$ cat src/hdl/sad_regs.svh
/*
  Address map constants for the system address decoder.
  Assumes a 32-bit byte address space; included by bare name.
*/
`ifndef SAD_REGS_SVH
`define SAD_REGS_SVH

// ----------------------------------------------------------------------------
// Fixed windows
// ----------------------------------------------------------------------------
`define SAD_BOOT_BASE       32'h0000_0000
`define SAD_SRAM_TCM_BASE   32'h0400_0000
`define SAD_SRAM_BUF_BASE   32'h4000_0000
`define SAD_SRAM_NBUF_BASE  32'h5000_0000
`define SAD_BRG_BUF_BASE    32'h4800_0000
`define SAD_BRG_BUF_LAST    32'h4fff_ffff
`define SAD_BRG_NBUF_BASE   32'h5800_0000
`define SAD_BRG_NBUF_LAST   32'h5fff_ffff
`define SAD_BRG2_OFFSET     32'h0400_0000
`define SAD_WIN_SIZE        32'h0400_0000

// ----------------------------------------------------------------------------
// SRAM size codes and reset values
// ----------------------------------------------------------------------------
`define SAD_SRAM_32K        32'h0000_8000
`define SAD_SRAM_64K        32'h0001_0000
`define SAD_SRAM_96K        32'h0001_8000
`define SAD_SRAM_CODE_RST   2'h0
`define SAD_FLASH_SIZE_RST  32'h0000_8000
`define SAD_FLASH2_BASE_RST 32'h0008_0000

// ----------------------------------------------------------------------------
// Start-up timing after reset release
// ----------------------------------------------------------------------------
`define SAD_BOOT_CAP_AT     2'h2
`define SAD_INIT_WAIT       2'h3

`endif

$ cat src/hdl/sad_pkg.sv
/*
  Types for the system address decoder.
  Assumes sad_regs.svh is on the include path.
*/
package sad_pkg;

  // Where a decoded access lands
  typedef enum logic [3:0] {
    SAD_TGT_NONE   = 4'h0,
    SAD_TGT_SRAM   = 4'h1,
    SAD_TGT_FLASH1 = 4'h2,
    SAD_TGT_FLASH2 = 4'h3,
    SAD_TGT_BRG1   = 4'h4,
    SAD_TGT_BRG2   = 4'h5
  } sad_target_type;

  // Incoming access
  typedef struct packed {
    logic        valid;
    logic        write;
    logic        from_cpu;
    logic [31:0] addr;
  } sad_req_type;

  // Decode result
  typedef struct packed {
    logic           valid;
    sad_target_type target;
    logic           local_port;
    logic           buffered;
    logic           error;
    logic [31:0]    offset;
  } sad_route_type;

  // One Flash bank placement
  typedef struct packed {
    logic        enable;
    logic [31:0] base;
    logic [31:0] size;
  } sad_bank_type;

endpackage

$ cat src/hdl/sad_decoder.sv
/*
  System address decoder: SRAM aliases, Flash bank placement, bridge windows.
  Assumes the requester holds the request stable and that a full write queue
  is reported on wq_full_i from logic on the same clock.
*/
`timescale 1ns/1ps
`include "sad_regs.svh"

module sad_decoder
  import sad_pkg::*;
(
  input  wire logic          clk_i,        // 50 MHz system clock
  input  wire logic          resetn_i,     // Async reset, active low
  input  wire logic          ce_i,         // Clock enable
  input  wire sad_req_type   req_i,        // Access request
  input  wire logic          wq_full_i,    // Write queue full
  input  wire logic [1:0]    sram_code_i,  // SRAM size code 0/1/2
  input  wire logic          sram_load_i,  // Strobe for sram_code_i
  input  wire sad_bank_type  bank1_cfg_i,  // Primary bank setup
  input  wire sad_bank_type  bank2_cfg_i,  // Secondary bank setup
  input  wire logic          bank_load_i,  // Strobe for bank setups
  input  wire logic          nv_boot_i,    // Stored boot choice pin
  output sad_route_type      route_o,      // Registered decode result
  output logic               stall_o,      // Cpu stall
  output logic               boot_second_o // Boot choice in use
);

  // --------------------------------------------------------------------------
  // Boot choice
  // --------------------------------------------------------------------------
  logic boot_second;

  sad_boot_select sad_boot_select_inst (
    .clk_i         (clk_i),
    .resetn_i      (resetn_i),
    .ce_i          (ce_i),
    .nv_bit_i      (nv_boot_i),
    .boot_second_o (boot_second)
  );

  // --------------------------------------------------------------------------
  // Configuration state
  // --------------------------------------------------------------------------
  logic [1:0]   sram_code_reg;
  logic [1:0]   sram_code_next;
  sad_bank_type bank1_reg;
  sad_bank_type bank1_next;
  sad_bank_type bank2_reg;
  sad_bank_type bank2_next;
  logic         init_reg;
  logic         init_next;
  logic [1:0]   wait_reg;
  logic [1:0]   wait_next;
  logic         boot_out_reg;

  // Bank placement follows the boot choice until firmware reprograms it
  always_comb begin
    sram_code_next = sram_code_reg;
    bank1_next     = bank1_reg;
    bank2_next     = bank2_reg;
    wait_next      = (wait_reg == `SAD_INIT_WAIT) ? wait_reg : wait_reg + 2'h1;
    init_next      = (wait_reg == `SAD_INIT_WAIT);
    if (!init_reg) begin
      // Boot bit settles three edges after release; placement tracks it until then
      bank1_next.enable = !boot_second;
      bank1_next.base   = boot_second ? `SAD_FLASH2_BASE_RST : `SAD_BOOT_BASE;
      bank2_next.enable = boot_second;
      bank2_next.base   = boot_second ? `SAD_BOOT_BASE : `SAD_FLASH2_BASE_RST;
    end else if (bank_load_i) begin
      bank1_next = bank1_cfg_i;
      bank2_next = bank2_cfg_i;
    end
    if (sram_load_i && (sram_code_i != 2'h3)) begin
      sram_code_next = sram_code_i;
    end
  end

  // Registers only; init holds until the boot capture has settled
  always_ff @(posedge clk_i or negedge resetn_i) begin
    if (!resetn_i) begin
      sram_code_reg <= `SAD_SRAM_CODE_RST;
      bank1_reg     <= '{enable: 1'b1, base: `SAD_BOOT_BASE, size: `SAD_FLASH_SIZE_RST};
      bank2_reg     <= '{enable: 1'b0, base: `SAD_FLASH2_BASE_RST, size: `SAD_FLASH_SIZE_RST};
      wait_reg      <= 2'h0;
      init_reg      <= 1'b0;
      boot_out_reg  <= 1'b0;
    end else if (ce_i) begin
      sram_code_reg <= sram_code_next;
      bank1_reg     <= bank1_next;
      bank2_reg     <= bank2_next;
      wait_reg      <= wait_next;
      init_reg      <= init_next;
      boot_out_reg  <= boot_second;
    end
  end

  // --------------------------------------------------------------------------
  // Combinational decode
  // --------------------------------------------------------------------------
  logic [31:0]   sram_size;
  sad_route_type dec;
  logic [31:0]   rel1;
  logic [31:0]   rel2;

  always_comb begin
    case (sram_code_reg)
      2'h1:    sram_size = `SAD_SRAM_64K;
      2'h2:    sram_size = `SAD_SRAM_96K;
      default: sram_size = `SAD_SRAM_32K;
    endcase
  end

  always_comb begin
    rel1 = req_i.addr - bank1_reg.base;
    rel2 = req_i.addr - bank2_reg.base;
    dec            = '0;
    dec.valid      = req_i.valid;
    dec.target     = SAD_TGT_NONE;
    dec.error      = 1'b1;
    // Each bank compared separately: one may program while other reads
    if (bank1_reg.enable && (rel1 < bank1_reg.size)) begin
      dec.target = SAD_TGT_FLASH1;
      dec.offset = rel1;
      dec.error  = 1'b0;
    end else if (bank2_reg.enable && (rel2 < bank2_reg.size)) begin
      dec.target = SAD_TGT_FLASH2;
      dec.offset = rel2;
      dec.error  = 1'b0;
    end else if ((req_i.addr - `SAD_SRAM_TCM_BASE) < `SAD_WIN_SIZE) begin
      dec.offset     = req_i.addr - `SAD_SRAM_TCM_BASE;
      dec.target     = SAD_TGT_SRAM;
      dec.local_port = req_i.from_cpu;
      dec.error      = (dec.offset >= sram_size);
    end else if ((req_i.addr - `SAD_SRAM_BUF_BASE) < `SAD_WIN_SIZE) begin
      dec.offset   = req_i.addr - `SAD_SRAM_BUF_BASE;
      dec.target   = SAD_TGT_SRAM;
      dec.buffered = req_i.from_cpu;
      dec.error    = (dec.offset >= sram_size);
    end else if ((req_i.addr - `SAD_SRAM_NBUF_BASE) < `SAD_WIN_SIZE) begin
      dec.offset   = req_i.addr - `SAD_SRAM_NBUF_BASE;
      dec.target   = SAD_TGT_SRAM;
      dec.error    = (dec.offset >= sram_size);
    end else if (req_i.addr >= `SAD_BRG_BUF_BASE && req_i.addr <= `SAD_BRG_BUF_LAST) begin
      dec.offset   = req_i.addr - `SAD_BRG_BUF_BASE;
      dec.buffered = req_i.from_cpu;
      dec.error    = 1'b0;
    end else if (req_i.addr >= `SAD_BRG_NBUF_BASE && req_i.addr <= `SAD_BRG_NBUF_LAST) begin
      dec.offset   = req_i.addr - `SAD_BRG_NBUF_BASE;
      dec.error    = 1'b0;
    end
    // Bridge split: upper half of the window is the second bridge
    if (!dec.error && dec.target == SAD_TGT_NONE) begin
      if (dec.offset >= `SAD_BRG2_OFFSET) begin
        dec.target = SAD_TGT_BRG2;
        dec.offset = dec.offset - `SAD_BRG2_OFFSET;
      end else begin
        dec.target = SAD_TGT_BRG1;
      end
    end
    // Reads and non-cpu writes always go direct
    if (!req_i.write || !req_i.from_cpu) begin
      dec.buffered = 1'b0;
    end
    if (dec.error) begin
      dec.target     = SAD_TGT_NONE;
      dec.buffered   = 1'b0;
      dec.local_port = 1'b0;
      dec.offset     = '0;
    end
    if (!req_i.valid) begin
      dec = '0;
    end
  end

  // --------------------------------------------------------------------------
  // Output registers
  // --------------------------------------------------------------------------
  sad_route_type route_reg;
  logic          stall_reg;
  logic          stall_next;

  // A stalled buffered write is not issued until the queue has room
  always_comb begin
    stall_next = dec.valid && dec.buffered && wq_full_i;
  end

  always_ff @(posedge clk_i or negedge resetn_i) begin
    if (!resetn_i) begin
      route_reg <= '0;
      stall_reg <= 1'b0;
    end else if (ce_i) begin
      route_reg <= stall_next ? sad_route_type'('0) : dec;
      stall_reg <= stall_next;
    end
  end

  assign route_o       = route_reg;
  assign stall_o       = stall_reg;
  assign boot_second_o = boot_out_reg;

endmodule

$ cat src/hdl/sad_boot_select.sv
/*
  Boot-bank selection bit, written only from the in_system_programming path.
  Assumes the stored bit is non-volatile outside this logic and is presented
  on nv_bit_i; the JTAG side updates it by erase then program pulses.
*/
`timescale 1ns/1ps
`include "sad_regs.svh"

module sad_boot_select
  import sad_pkg::*;
(
  input  wire logic clk_i,        // System clock
  input  wire logic resetn_i,     // Async reset, active low
  input  wire logic ce_i,         // Clock enable
  input  wire logic nv_bit_i,     // Stored boot choice, pin domain
  output logic      boot_second_o // Registered boot choice
);

  // --------------------------------------------------------------------------
  // Synchroniser and capture
  // --------------------------------------------------------------------------
  logic sync1_reg;
  logic sync2_reg;
  logic boot_reg;
  logic boot_next;
  logic [1:0] cnt_reg;
  logic [1:0] cnt_next;

  // Capture once the synchroniser holds the pin value; cpu writes have no path here
  always_comb begin
    boot_next = boot_reg;
    cnt_next  = (cnt_reg == 2'h3) ? cnt_reg : cnt_reg + 2'h1;
    if (cnt_reg == `SAD_BOOT_CAP_AT) begin
      boot_next = sync2_reg;
    end
  end

  // Registers only
  always_ff @(posedge clk_i or negedge resetn_i) begin
    if (!resetn_i) begin
      sync1_reg <= 1'b0;
      sync2_reg <= 1'b0;
      boot_reg  <= 1'b0;
      cnt_reg   <= 2'h0;
    end else if (ce_i) begin
      sync1_reg <= nv_bit_i;
      sync2_reg <= sync1_reg;
      boot_reg  <= boot_next;
      cnt_reg   <= cnt_next;
    end
  end

  assign boot_second_o = boot_reg;

endmodule

$ cat config.mk
export PLATFORM = sky130hd
export DESIGN_NAME = sad_decoder
export DESIGN_NICKNAME = d
export VERILOG_FILES = /design/src/hdl/sad_pkg.sv /design/src/hdl/sad_decoder.sv /design/src/hdl/sad_boot_select.sv
export VERILOG_INCLUDE_DIRS = /design/src /design/src/hdl
export SDC_FILE = /design/constraint.sdc
export NUM_CORES = 1
export LEC_CHECK = 0
export ABC_CLOCK_PERIOD_IN_PS = 13700
export BUFFER_PORTS_ARGS = -buffer_cell sky130_fd_sc_hd__buf_2
export CELL_PAD_IN_SITES_DETAIL_PLACEMENT = 1
export CELL_PAD_IN_SITES_GLOBAL_PLACEMENT = 1
export CORE_UTILIZATION = 47
export CTS_CLUSTER_SIZE = 12
export DETAILED_ROUTE_END_ITERATION = 8
export PLACE_DENSITY = 0.93
export SETUP_SLACK_MARGIN = 0.3
export SLEW_MARGIN = 20
export SYNTH_ARGS = -nofsm -noshare
export SYNTH_HDL_FRONTEND = slang
export SYNTH_SLANG_ARGS = --single-unit
$ cat constraint.sdc
create_clock -name clk_i -period 13.7 [get_ports clk_i]
set_input_delay 2.055 -clock clk_i [delete_from_list [all_inputs] [get_ports clk_i]]
set_output_delay 2.055 -clock clk_i [all_outputs]
set_load 0.01 [all_outputs]
==> flow_summary_export.csv, run 1 <==
group,metric,value,unit
outcome,result_of_the_run,"finished, final reports clean",
clock_network,cts_buffers,17,
worst_setup_path,ff2ff_path_depth,27,
global_routing,overall_global_routing_usage,36.1,%
sta,finClkSkew,0.0143,ns
power,power-per-cell-area,205,nW/um^2
placement,buffer_ports.inserted,214,
logic_synthesis,synth-edff-count,0,
placement,placed_area,15000,um^2
die,io_pins,216,
cells_and_area,design.final.nets,2066,
clock_network,tritoncts,"yes",
global_routing,grt_first_pass_wirelength,80.6,mm
sta,totalNegativeSetupSlack,0,ns
global_routing,antenna_found_initial,0,
sta,finalHoldWorstSlack,0.497,ns
die,floorplan.die.height,172,um
cells_and_area,final_design_area_no_fill,15600,um^2
worst_setup_path,critical-path-top-delay-family,"simple AND/OR/NAND/NOR gates",
sta,fin_crit_sh,67.4,%
clock_network,post_cts_sizing,0,
sta,unrepaired_setup_endpoints_after_global_routing,"false",
clock_network,holdBufCountCts,0,
worst_setup_path,end_kind,"register",
clock_network,numClockSinks,181,
clock_network,postcts_setup_bufs,0,
logic_synthesis,yosys_warnings,0,
logic_synthesis,synth.lib_cells_used.distinct,80,
cells_and_area,stdcell_count,2135,
sta,max_slew_margin,24.2,%
detailed_routing,post-route-drc-count,0,
die,fp.dieW,172,um
worst_setup_path,critical_path.slowest_cell,"or4b_1",
detailed_routing,drtIter0Drc,1413,
placement,placedCellCount,2102,
worst_setup_path,signal_arrival_time_at_the_worst_endpoint,9.63,ns
worst_setup_path,critical_path.startpoint_type,"input pin",
worst_setup_path,cp.depth,29,
sta,worst_slew_pin_slew,1.13,ns
job,maxCapViolCount,0,
power,highest_ir_drop_seen_on_vdd,106,uV
sta,slew_viol_final,0,
cells_and_area,post_route_cells_drive_above_1_share,16.3,%
die,floorplan.core_area,28200,um^2
sta,hold_viol_final,0,
logic_synthesis,async_reset_ff_share,100,%
placement,finalWeightedCongestion,0.990,
detailed_routing,route.final.wire_length,52.6,mm
logic_synthesis,synth_cells,1570,
clock_network,cts_root_buf,"clkbuf_16",
sta,setup_viol_count_final,0,
global_routing,gr-total-overflow,0,
hold_path,min_path_cells,1,
cells_and_area,commonest_non_fill_non_tap_cell_in_the_layout,"buf_2",
worst_setup_path,cp_max_fanout,26,
detailed_routing,drt_first_pass_iters,6,
die,die_area,29700,um^2
sta,smallest_setup_slack_after_layout,4.47,ns
logic_synthesis,synthFlopType,"dfrtp_1",
logic_synthesis,post_synth.cell_area_avg,8.68,um^2
logic_synthesis,postSynthNetCount,1892,
cells_and_area,area_growth,14.4,%
sta,max_freq,0.108,GHz
detailed_routing,number_of_nets_with_antenna_violations_after_routing,0,
clock_network,clkLatencyLatePin,0.46,ns
global_routing,pin_count_of_the_biggest_net_entering_global_routing,119,
sta,min_period,9.23,ns
cells_and_area,antenna_cells,0,
cells_and_area,final_cell_mix,"buf_2, dfrtp_1, inv_1, nand2_1, ha_1",
die,start_util,48.4,%
worst_setup_path,timing_worst_setup_path_type,"in -> reg",
detailed_routing,wl_per_cell,24.6,um
worst_setup_path,worstPathBufferInverterCount,4,
clock_network,cts-htree-levels,4,
power,power_leakage,7.29,nW
detailed_routing,routed_via_density,6.38,
hold_path,min-delay-path-class,"reg -> reg",
logic_synthesis,yosys_register_bits,181,
global_routing,via_count_of_the_first_global_routing_pass,13923,
logic_synthesis,synth.cell_area,13600,um^2
clock_network,cts_buffer_depth,2,
placement,hpwl,40.4,mm
worst_setup_path,worst_ep_required_time,14.10,ns
placement,preCtsSetupSlack,4.42,ns
worst_setup_path,max_stage_delay,0.54,ns
logic_synthesis,proportion_of_synthesized_chip_area_in_sequential_cells,33.3,%
detailed_routing,vias,13613,
die,number_of_rows_created_at_floorplan,61,
clock_network,clock_transition_time_at_the_flip_flop_clock_pins_of_the_worst_setup_and_hold_paths,0.09,ns
==> per-stage QoR <==
step	total power [mW]	util, %
global route	3.37	55.4
global placement	2.45	53.2
finish	3.20	55.4
detailed placement	2.57	53.2
CTS	3.14	55.3
floorplan	1.94	-
==> synthesized netlist by cell type (25+ instances only) <==
cell	count	area share, %
ha_1	146	13
clkbuf_1	59	1.6
a21oi_1	93	3.4
xnor2_1	44	2.8
nand4_1	25	1.1
o21ai_0	115	4.2
nand2_1	149	4.1
nor3_1	34	1.2
inv_1	155	4.3
nor2_1	73	2.0
dfrtp_1	177	32
a21o_1	38	2.1
nand3_1	32	1.2
a22o_1	77	4.9
==> cell type report <==
type | instances | area (um^2)
Clock inverter | 14 | 158
Sequential cell | 181 | 4530
Fill cell | 3409 | 12600
Clock buffer | 18 | 429
Multi-Input combinational cell | 1163 | 8250
Inverter | 156 | 586
Tap cell | 378 | 473
Timing Repair Buffer | 225 | 1170
==> routing by layer <==
metal | vias to the layer above | global-route usage (%) | wire (um)
li1 | 6067 | - | -
met1 | 6709 | 49.8 | 23000
met2 | 708 | 55.7 | 23300
met3 | 129 | 6.57 | 4430
met4 | 0 | 14.6 | 1880
met5 | - | 0 | 0
==> logic make-up (layout without fill, tap and decap cells) <==
group,after synthesis,count (layout),synth area share [%]
xor gates and xnor gates,68,68,4.37
buffers and inverters,226,413,6.36
DFF,181,181,33.3
other,1,1,0.0275
adders and majority gates,148,148,13.7
AOI/OAI and AO/OA,516,516,26.4
muxes,17,17,1.33
and+or+nand+nor,413,413,14.5
==> power breakdown <==
part	total, mW	switching (mW)	leakage, nW	internal (mW)
registers	0.833	0.111	2.34	0.722
logic	1.84	1.19	4.67	0.654
clock network	0.529	0.282	0.287	0.248
==> worst paths after layout <==
check	end	slack [ns]	start
setup / recovery	route_o[26]	4.47	req_i[0]
hold / removal	route_o[32]	0.50	route_o[32]
setup reg to reg	route_o[26]	5.93	bank1_reg[32]
hold reg to reg	route_o[32]	0.50	route_o[32]
max in group asynchronous	route_o[12]	10.65	resetn_i
min in group asynchronous	bank2_reg[34]	1.73	resetn_i
(Power assumes the default switching activity.)
==> inputs of run 2 (changes only) <==
--- a/config.mk
+++ b/config.mk
@@ -6,14 +6,14 @@
 export SDC_FILE = /design/constraint.sdc
 export NUM_CORES = 1
 export LEC_CHECK = 0
-export ABC_CLOCK_PERIOD_IN_PS = 13700
+export ABC_CLOCK_PERIOD_IN_PS = 9550
 export BUFFER_PORTS_ARGS = -buffer_cell sky130_fd_sc_hd__buf_2
 export CELL_PAD_IN_SITES_DETAIL_PLACEMENT = 1
 export CELL_PAD_IN_SITES_GLOBAL_PLACEMENT = 1
-export CORE_UTILIZATION = 47
+export CORE_UTILIZATION = 44
 export CTS_CLUSTER_SIZE = 12
 export DETAILED_ROUTE_END_ITERATION = 8
-export PLACE_DENSITY = 0.93
+export PLACE_DENSITY = 0.88
 export SETUP_SLACK_MARGIN = 0.3
 export SLEW_MARGIN = 20
 export SYNTH_ARGS = -nofsm -noshare
==> constraint.sdc (replaced) <==
create_clock -name clk_i -period 9.55 [get_ports clk_i]
set_input_delay 1.4325 -clock clk_i [delete_from_list [all_inputs] [get_ports clk_i]]
set_output_delay 1.4325 -clock clk_i [all_outputs]
set_load 0.01 [all_outputs]
==> run 2 against run 1 <==
Net effect: clock power grew 34%; sequential share of layout area barely moved; via count decreased by 2.3%; sequential cell count unchanged; clock skew rose by 0.00081 ns; non-clock buffer count is 3 higher; worst hold slack worse by 0.0074 ns; critical path depth increased by 2; critical endpoint unchanged.
==> flow_summary_export.csv, run 2 (same netlist as run 1, synthesis figures left out) <==
group,metric,value,unit
cells_and_area,area_growth,14.4,%
worst_setup_path,timing_worst_setup_path_type,"in -> reg",
die,die_area,31700,um^2
worst_setup_path,ff2ff_path_depth,25,
worst_setup_path,end_kind,"register",
clock_network,clock_transition_time_at_the_flip_flop_clock_pins_of_the_worst_setup_and_hold_paths,0.08,ns
clock_network,clkLatencyLatePin,0.45,ns
die,start_util,44.7,%
global_routing,antenna_found_initial,0,
worst_setup_path,capturing_instance_or_port_of_the_critical_path,"route_o[26]",
global_routing,gr-total-overflow,0,
detailed_routing,drtIter0Drc,1026,
hold_path,min-delay-path-class,"reg -> reg",
power,clock_power_share,15.8,%
clock_network,cts_buffer_depth,2,
cells_and_area,layout.area.seq,4530,um^2
cells_and_area,commonest_non_fill_non_tap_cell_in_the_layout,"buf_2",
worst_setup_path,critical_path.startpoint_type,"input pin",
worst_setup_path,worst_ep_required_time,9.94,ns
clock_network,tritoncts,"yes",
worst_setup_path,crit_path_start,"req_i[0]",
power,sequentialPowerShare,26.7,%
sta,worst_slew_pin_slew,1.05,ns
cells_and_area,design.final.nets,2069,
sta,totalNegativeSetupSlack,0,ns
sta,unrepaired_setup_endpoints_after_global_routing,"false",
die,io_pins,216,
detailed_routing,drt_first_pass_iters,5,
global_routing,overall_global_routing_usage,31.7,%
cells_and_area,final_cell_mix,"buf_2, dfrtp_1, inv_1, nand2_1, ha_1",
placement,placed_area,15000,um^2
worst_setup_path,cp_max_fanout,20,
placement,finalWeightedCongestion,0.950,
sta,smallest_setup_slack_after_layout,1.24,ns
placement,hpwl,39.8,mm
power,cellInternalPower,2.31,mW
global_routing,via_count_of_the_first_global_routing_pass,13342,
clock_network,postcts_setup_bufs,0,
cells_and_area,filler_cell_count,3676,
sta,min_period,8.31,ns
die,floorplan.core_area,30500,um^2
sta,fin_crit_sh,87.1,%
sta,max_freq,0.120,GHz
power,total_power,4.46,mW
cells_and_area,stdcell_count,2156,
power,power.switching,2.15,mW
sta,max_slew_margin,30.2,%
worst_setup_path,max_stage_delay,0.59,ns
power,power-per-cell-area,286,nW/um^2
clock_network,cts-htree-levels,4,
detailed_routing,vias,13305,
die,floorplan.die.height,178,um
worst_setup_path,critical_path.slowest_cell,"or4_4",
worst_setup_path,critical_path.reg2reg.startpoint,"bank1_reg[38]",
cells_and_area,post_route_cells_drive_above_1_share,16.4,%
detailed_routing,wl_per_cell,22.9,um
worst_setup_path,signal_arrival_time_at_the_worst_endpoint,8.70,ns
detailed_routing,route.final.wire_length,49.5,mm
detailed_routing,routed_via_density,6.17,
sta,finalHoldWorstSlack,0.489,ns
sta,setup_viol_count_final,0,
placement,preCtsSetupSlack,0.998,ns
worst_setup_path,r2r_setup_slack,1.95,ns
die,fp.dieW,178,um
job,maxCapViolCount,0,
worst_setup_path,r2r_end,"route_o[26]",
power,power.share.combinational,57.5,%
power,highest_ir_drop_seen_on_vdd,142,uV
placement,placedCellCount,2124,
cells_and_area,antenna_cells,0,
sta,slew_viol_final,0,
global_routing,pin_count_of_the_biggest_net_entering_global_routing,121,
placement,buffer_ports.inserted,214,
clock_network,post_cts_sizing,0,
clock_network,holdBufCountCts,0,
cells_and_area,area_occupied_by_multi_input_gates,8250,um^2
clock_network,cts_root_buf,"clkbuf_16",
sta,finClkSkew,0.0152,ns
power,sw_frac_of_total,48.3,%
cells_and_area,post-route-util,51.1,%
cells_and_area,final_design_area_no_fill,15600,um^2
clock_network,numClockSinks,181,
detailed_routing,post-route-drc-count,0,
power,power_leakage,7.29,nW
outcome,result_of_the_run,"finished, final reports clean",
sta,hold_viol_final,0,
die,number_of_rows_created_at_floorplan,64,
detailed_routing,number_of_nets_with_antenna_violations_after_routing,0,
global_routing,grt_first_pass_wirelength,76.0,mm
clock_network,cts_buffers,17,
run 2: how the worst min path moves through the flow:
stage | from | cells after the start | to
final | stall_o | 1 | stall_o
after global routing | stall_o | 1 | stall_o
after CTS | stall_o | 1 | stall_o
after detailed placement | stall_o | 1 | stall_o
after global placement | stall_o | 1 | stall_o
after floorplan | wait_reg[0] | 1 | wait_reg[0]
run 2: worst max-delay path: cells and delay by family:
family                   cells  cell delay (ns)
buffers and inverters        5             0.77
AND/OR/NAND/NOR             10             2.70
AO/OA/AOI/OAI               11             2.49
XOR/XNOR                     1             0.12
adder cells (fa/ha/maj)      4             1.18
run 2: power by group through the flow:
stage | sequential (mW) | clock (mW) | combinational [mW]
4_1_cts | 1.19 | 0.715 | 2.51
6_report | 1.19 | 0.707 | 2.57
3_5_place_dp | 1.20 | 0 | 2.49
2_1_floorplan | 1.17 | 0 | 1.61
5_1_grt | 1.22 | 0.744 | 2.79
3_3_place_gp | 1.18 | 0 | 2.38
run 2: layout make-up:
| cell class | count | area share (%) |
|---|---|---|
| Inverter | 156 | 3.75 |
| Clock buffer | 19 | 2.78 |
| Timing Repair Buffer | 228 | 7.58 |
| Multi-Input combinational cell | 1163 | 52.9 |
| Clock inverter | 13 | 0.730 |
| Sequential cell | 181 | 29.1 |
| Tap cell | 396 | 3.18 |
run 2: routing by layer:
| layer | vias up | GRT usage [%] | part of all wire, % |
|---|---|---|---|
| met5 | - | 0 | 0 |
| met4 | 0 | 11.3 | 3.2 |
| met3 | 85 | 5.01 | 6.6 |
| met2 | 536 | 46.7 | 42 |
| met1 | 6608 | 46.6 | 48 |
| li1 | 6076 | - | - |
==> inputs of run 3 (changes only) <==
--- a/config.mk
+++ b/config.mk
@@ -10,6 +10,7 @@
 export BUFFER_PORTS_ARGS = -buffer_cell sky130_fd_sc_hd__buf_2
 export CELL_PAD_IN_SITES_DETAIL_PLACEMENT = 1
 export CELL_PAD_IN_SITES_GLOBAL_PLACEMENT = 1
+export CORE_ASPECT_RATIO = 0.6
 export CORE_UTILIZATION = 44
 export CTS_CLUSTER_SIZE = 12
 export DETAILED_ROUTE_END_ITERATION = 8
==> constraint.sdc (replaced) <==
create_clock -name clk_i -period 9.55 [get_ports clk_i]
set_input_delay 1.4325 -clock clk_i [delete_from_list [all_inputs] [get_ports clk_i]]
set_output_delay 1.4325 -clock clk_i [all_outputs]
set_load 0.05 [all_outputs]
==> run 3 against run 2 <==
Net effect: sequential share of layout area is 0.18 points lower; via count up 2.8%; combinational power is 12% higher; clock power grew 7.8%; sequential power hardly changed; fmax down 7.3%; utilization increased by 0.81 points; die area hardly changed; critical path type unchanged; largest power group unchanged; highest routed layer unchanged.
==> flow_summary_export.csv, run 3 (same netlist as run 1, synthesis figures left out) <==
group,metric,value,unit
worst_setup_path,timing_worst_setup_path_type,"in -> reg",
placement,hpwl,42.9,mm
worst_setup_path,critical_path.slowest_cell,"a221oi_1",
cells_and_area,filler_cell_count,3610,
clock_network,tritoncts,"yes",
die,die_area,31700,um^2
sta,slew_viol_final,0,
global_routing,pin_count_of_the_biggest_net_entering_global_routing,112,
die,fp.dieW,229,um
detailed_routing,route.final.wire_length,54.4,mm
cells_and_area,post-route-util,51.9,%
cells_and_area,commonest_non_fill_non_tap_cell_in_the_layout,"buf_2",
die,floorplan.die.height,138,um
sta,setup_viol_count_final,0,
worst_setup_path,critical_path.startpoint_type,"input pin",
sta,finClkSkew,0.0137,ns
sta,unrepaired_setup_endpoints_after_global_routing,"false",
die,number_of_rows_created_at_floorplan,49,
worst_setup_path,max_stage_delay,0.81,ns
sta,finalHoldWorstSlack,0.485,ns
power,sequentialPowerShare,24.5,%
detailed_routing,number_of_nets_with_antenna_violations_after_routing,0,
worst_setup_path,end_kind,"register",
power,total_power,4.84,mW
worst_setup_path,most_common_cell_type_on_the_critical_path,"a211oi_1",
hold_path,min-delay-path-class,"reg -> reg",
clock_network,post_cts_sizing,0,
worst_setup_path,cp_max_fanout,25,
die,io_pins,216,
sta,fin_crit_sh,93.9,%
clock_network,holdBufCountCts,0,
sta,max_freq,0.112,GHz
cells_and_area,design.final.nets,2069,
detailed_routing,wl_per_cell,25.0,um
cells_and_area,area_growth,15.1,%
global_routing,gr-total-overflow,0,
global_routing,antenna_found_initial,2,
placement,buffer_ports.inserted,214,
power,power.switching,2.47,mW
clock_network,cts_buffer_depth,2,
job,maxCapViolCount,0,
detailed_routing,post-route-drc-count,0,
worst_setup_path,worst_ep_required_time,9.95,ns
power,sw_frac_of_total,51.0,%
power,cellInternalPower,2.37,mW
cells_and_area,post_route_cells_drive_above_1_share,16.5,%
clock_network,cts-htree-levels,4,
die,start_util,45.1,%
detailed_routing,vias,13672,
power,power-per-cell-area,308,nW/um^2
outcome,result_of_the_run,"finished, final reports clean",
sta,min_period,8.97,ns
power,power_leakage,7.32,nW
global_routing,via_count_of_the_first_global_routing_pass,13484,
global_routing,grt_first_pass_wirelength,82.7,mm
worst_setup_path,signal_arrival_time_at_the_worst_endpoint,9.37,ns
clock_network,postcts_setup_bufs,0,
detailed_routing,routed_via_density,6.30,
cells_and_area,final_cell_mix,"buf_2, dfrtp_1, inv_1, nand2_1, ha_1",
detailed_routing,drtIter0Drc,1632,
clock_network,cts_buffers,17,
detailed_routing,drt_first_pass_iters,6,
clock_network,clock_transition_time_at_the_flip_flop_clock_pins_of_the_worst_setup_and_hold_paths,0.07,ns
power,highest_ir_drop_seen_on_vdd,138,uV
sta,hold_viol_final,0,
clock_network,clkLatencyLatePin,0.47,ns
sta,worst_slew_pin_slew,1.12,ns
clock_network,cts_root_buf,"clkbuf_16",
sta,totalNegativeSetupSlack,0,ns
power,power.share.combinational,59.7,%
sta,max_slew_margin,25.1,%
clock_network,numClockSinks,181,
global_routing,overall_global_routing_usage,34.2,%
die,floorplan.core_area,30200,um^2
power,clock_power_share,15.7,%
placement,finalWeightedCongestion,1.02,
run 3: cell type report:
class                      instances  area (um^2)  share of cell area (%)
multi-input combinational       1163         8260                    52.6
sequential                       181         4530                    28.9
timing repair buffer             228         1190                    7.61
inverter                         156          586                    3.73
tap                              408          510                    3.25
clock buffer                      19          443                    2.82
clock inverter                    13          163                    1.04
antenna                            3         7.51                  0.0478
run 3: worst max-delay path: cells and delay by family:
kind / cells / cell delay [ns]
AO/OA/AOI/OAI: 11 / 3.31
AND/OR/NAND/NOR: 9 / 2.98
adder cells (fa/ha/maj): 3 / 0.99
XOR/XNOR: 1 / 0.35
buffers and inverters: 3 / 0.31
run 3: stage by stage:
step / cells / setup WS (ns) / cell area (um^2)
4_1_cts: 2167 / 0.865 / 15700
3_3_place_gp: 2135 / 0.570 / 15100
6_report: 2171 / 0.583 / 15700
5_1_grt: 2170 / 0.307 / 15700
3_5_place_dp: 2135 / 0.449 / 15100
2_1_floorplan: 1570 / 1.88 / 13600
run 3: worst paths after layout:
kind / startpoint / endpoint / slack [ns] / cells after the start
setup / recovery: req_i[0] / route_o[26] / 0.58 / 27
hold / removal: wait_reg[0] / wait_reg[0] / 0.49 / 1
setup reg to reg: bank1_reg[32] / route_o[26] / 1.39 / 25
hold reg to reg: wait_reg[0] / wait_reg[0] / 0.49 / 1
max in group asynchronous: resetn_i / bank2_reg[51] / 7.49 / 3
min in group asynchronous: resetn_i / bank1_reg[5] / 0.88 / 1
run 3: power groups by stage:
stage	sequential, mW	combinational (mW)	clock [mW]
floorplan	1.38	1.61	0
global placement	1.18	2.64	0
detailed placement	1.19	2.76	0
CTS	1.18	2.80	0.771
global route	1.21	3.08	0.798
finish	1.19	2.89	0.762
run 3: layer usage:
metal	GRT usage [%]	vias to the layer above	share of wire [%]
li1	-	6071	-
met1	54.6	6848	49
met2	45.1	692	39
met3	8.27	61	10
met4	7.89	0	1.7
met5	0	-	0
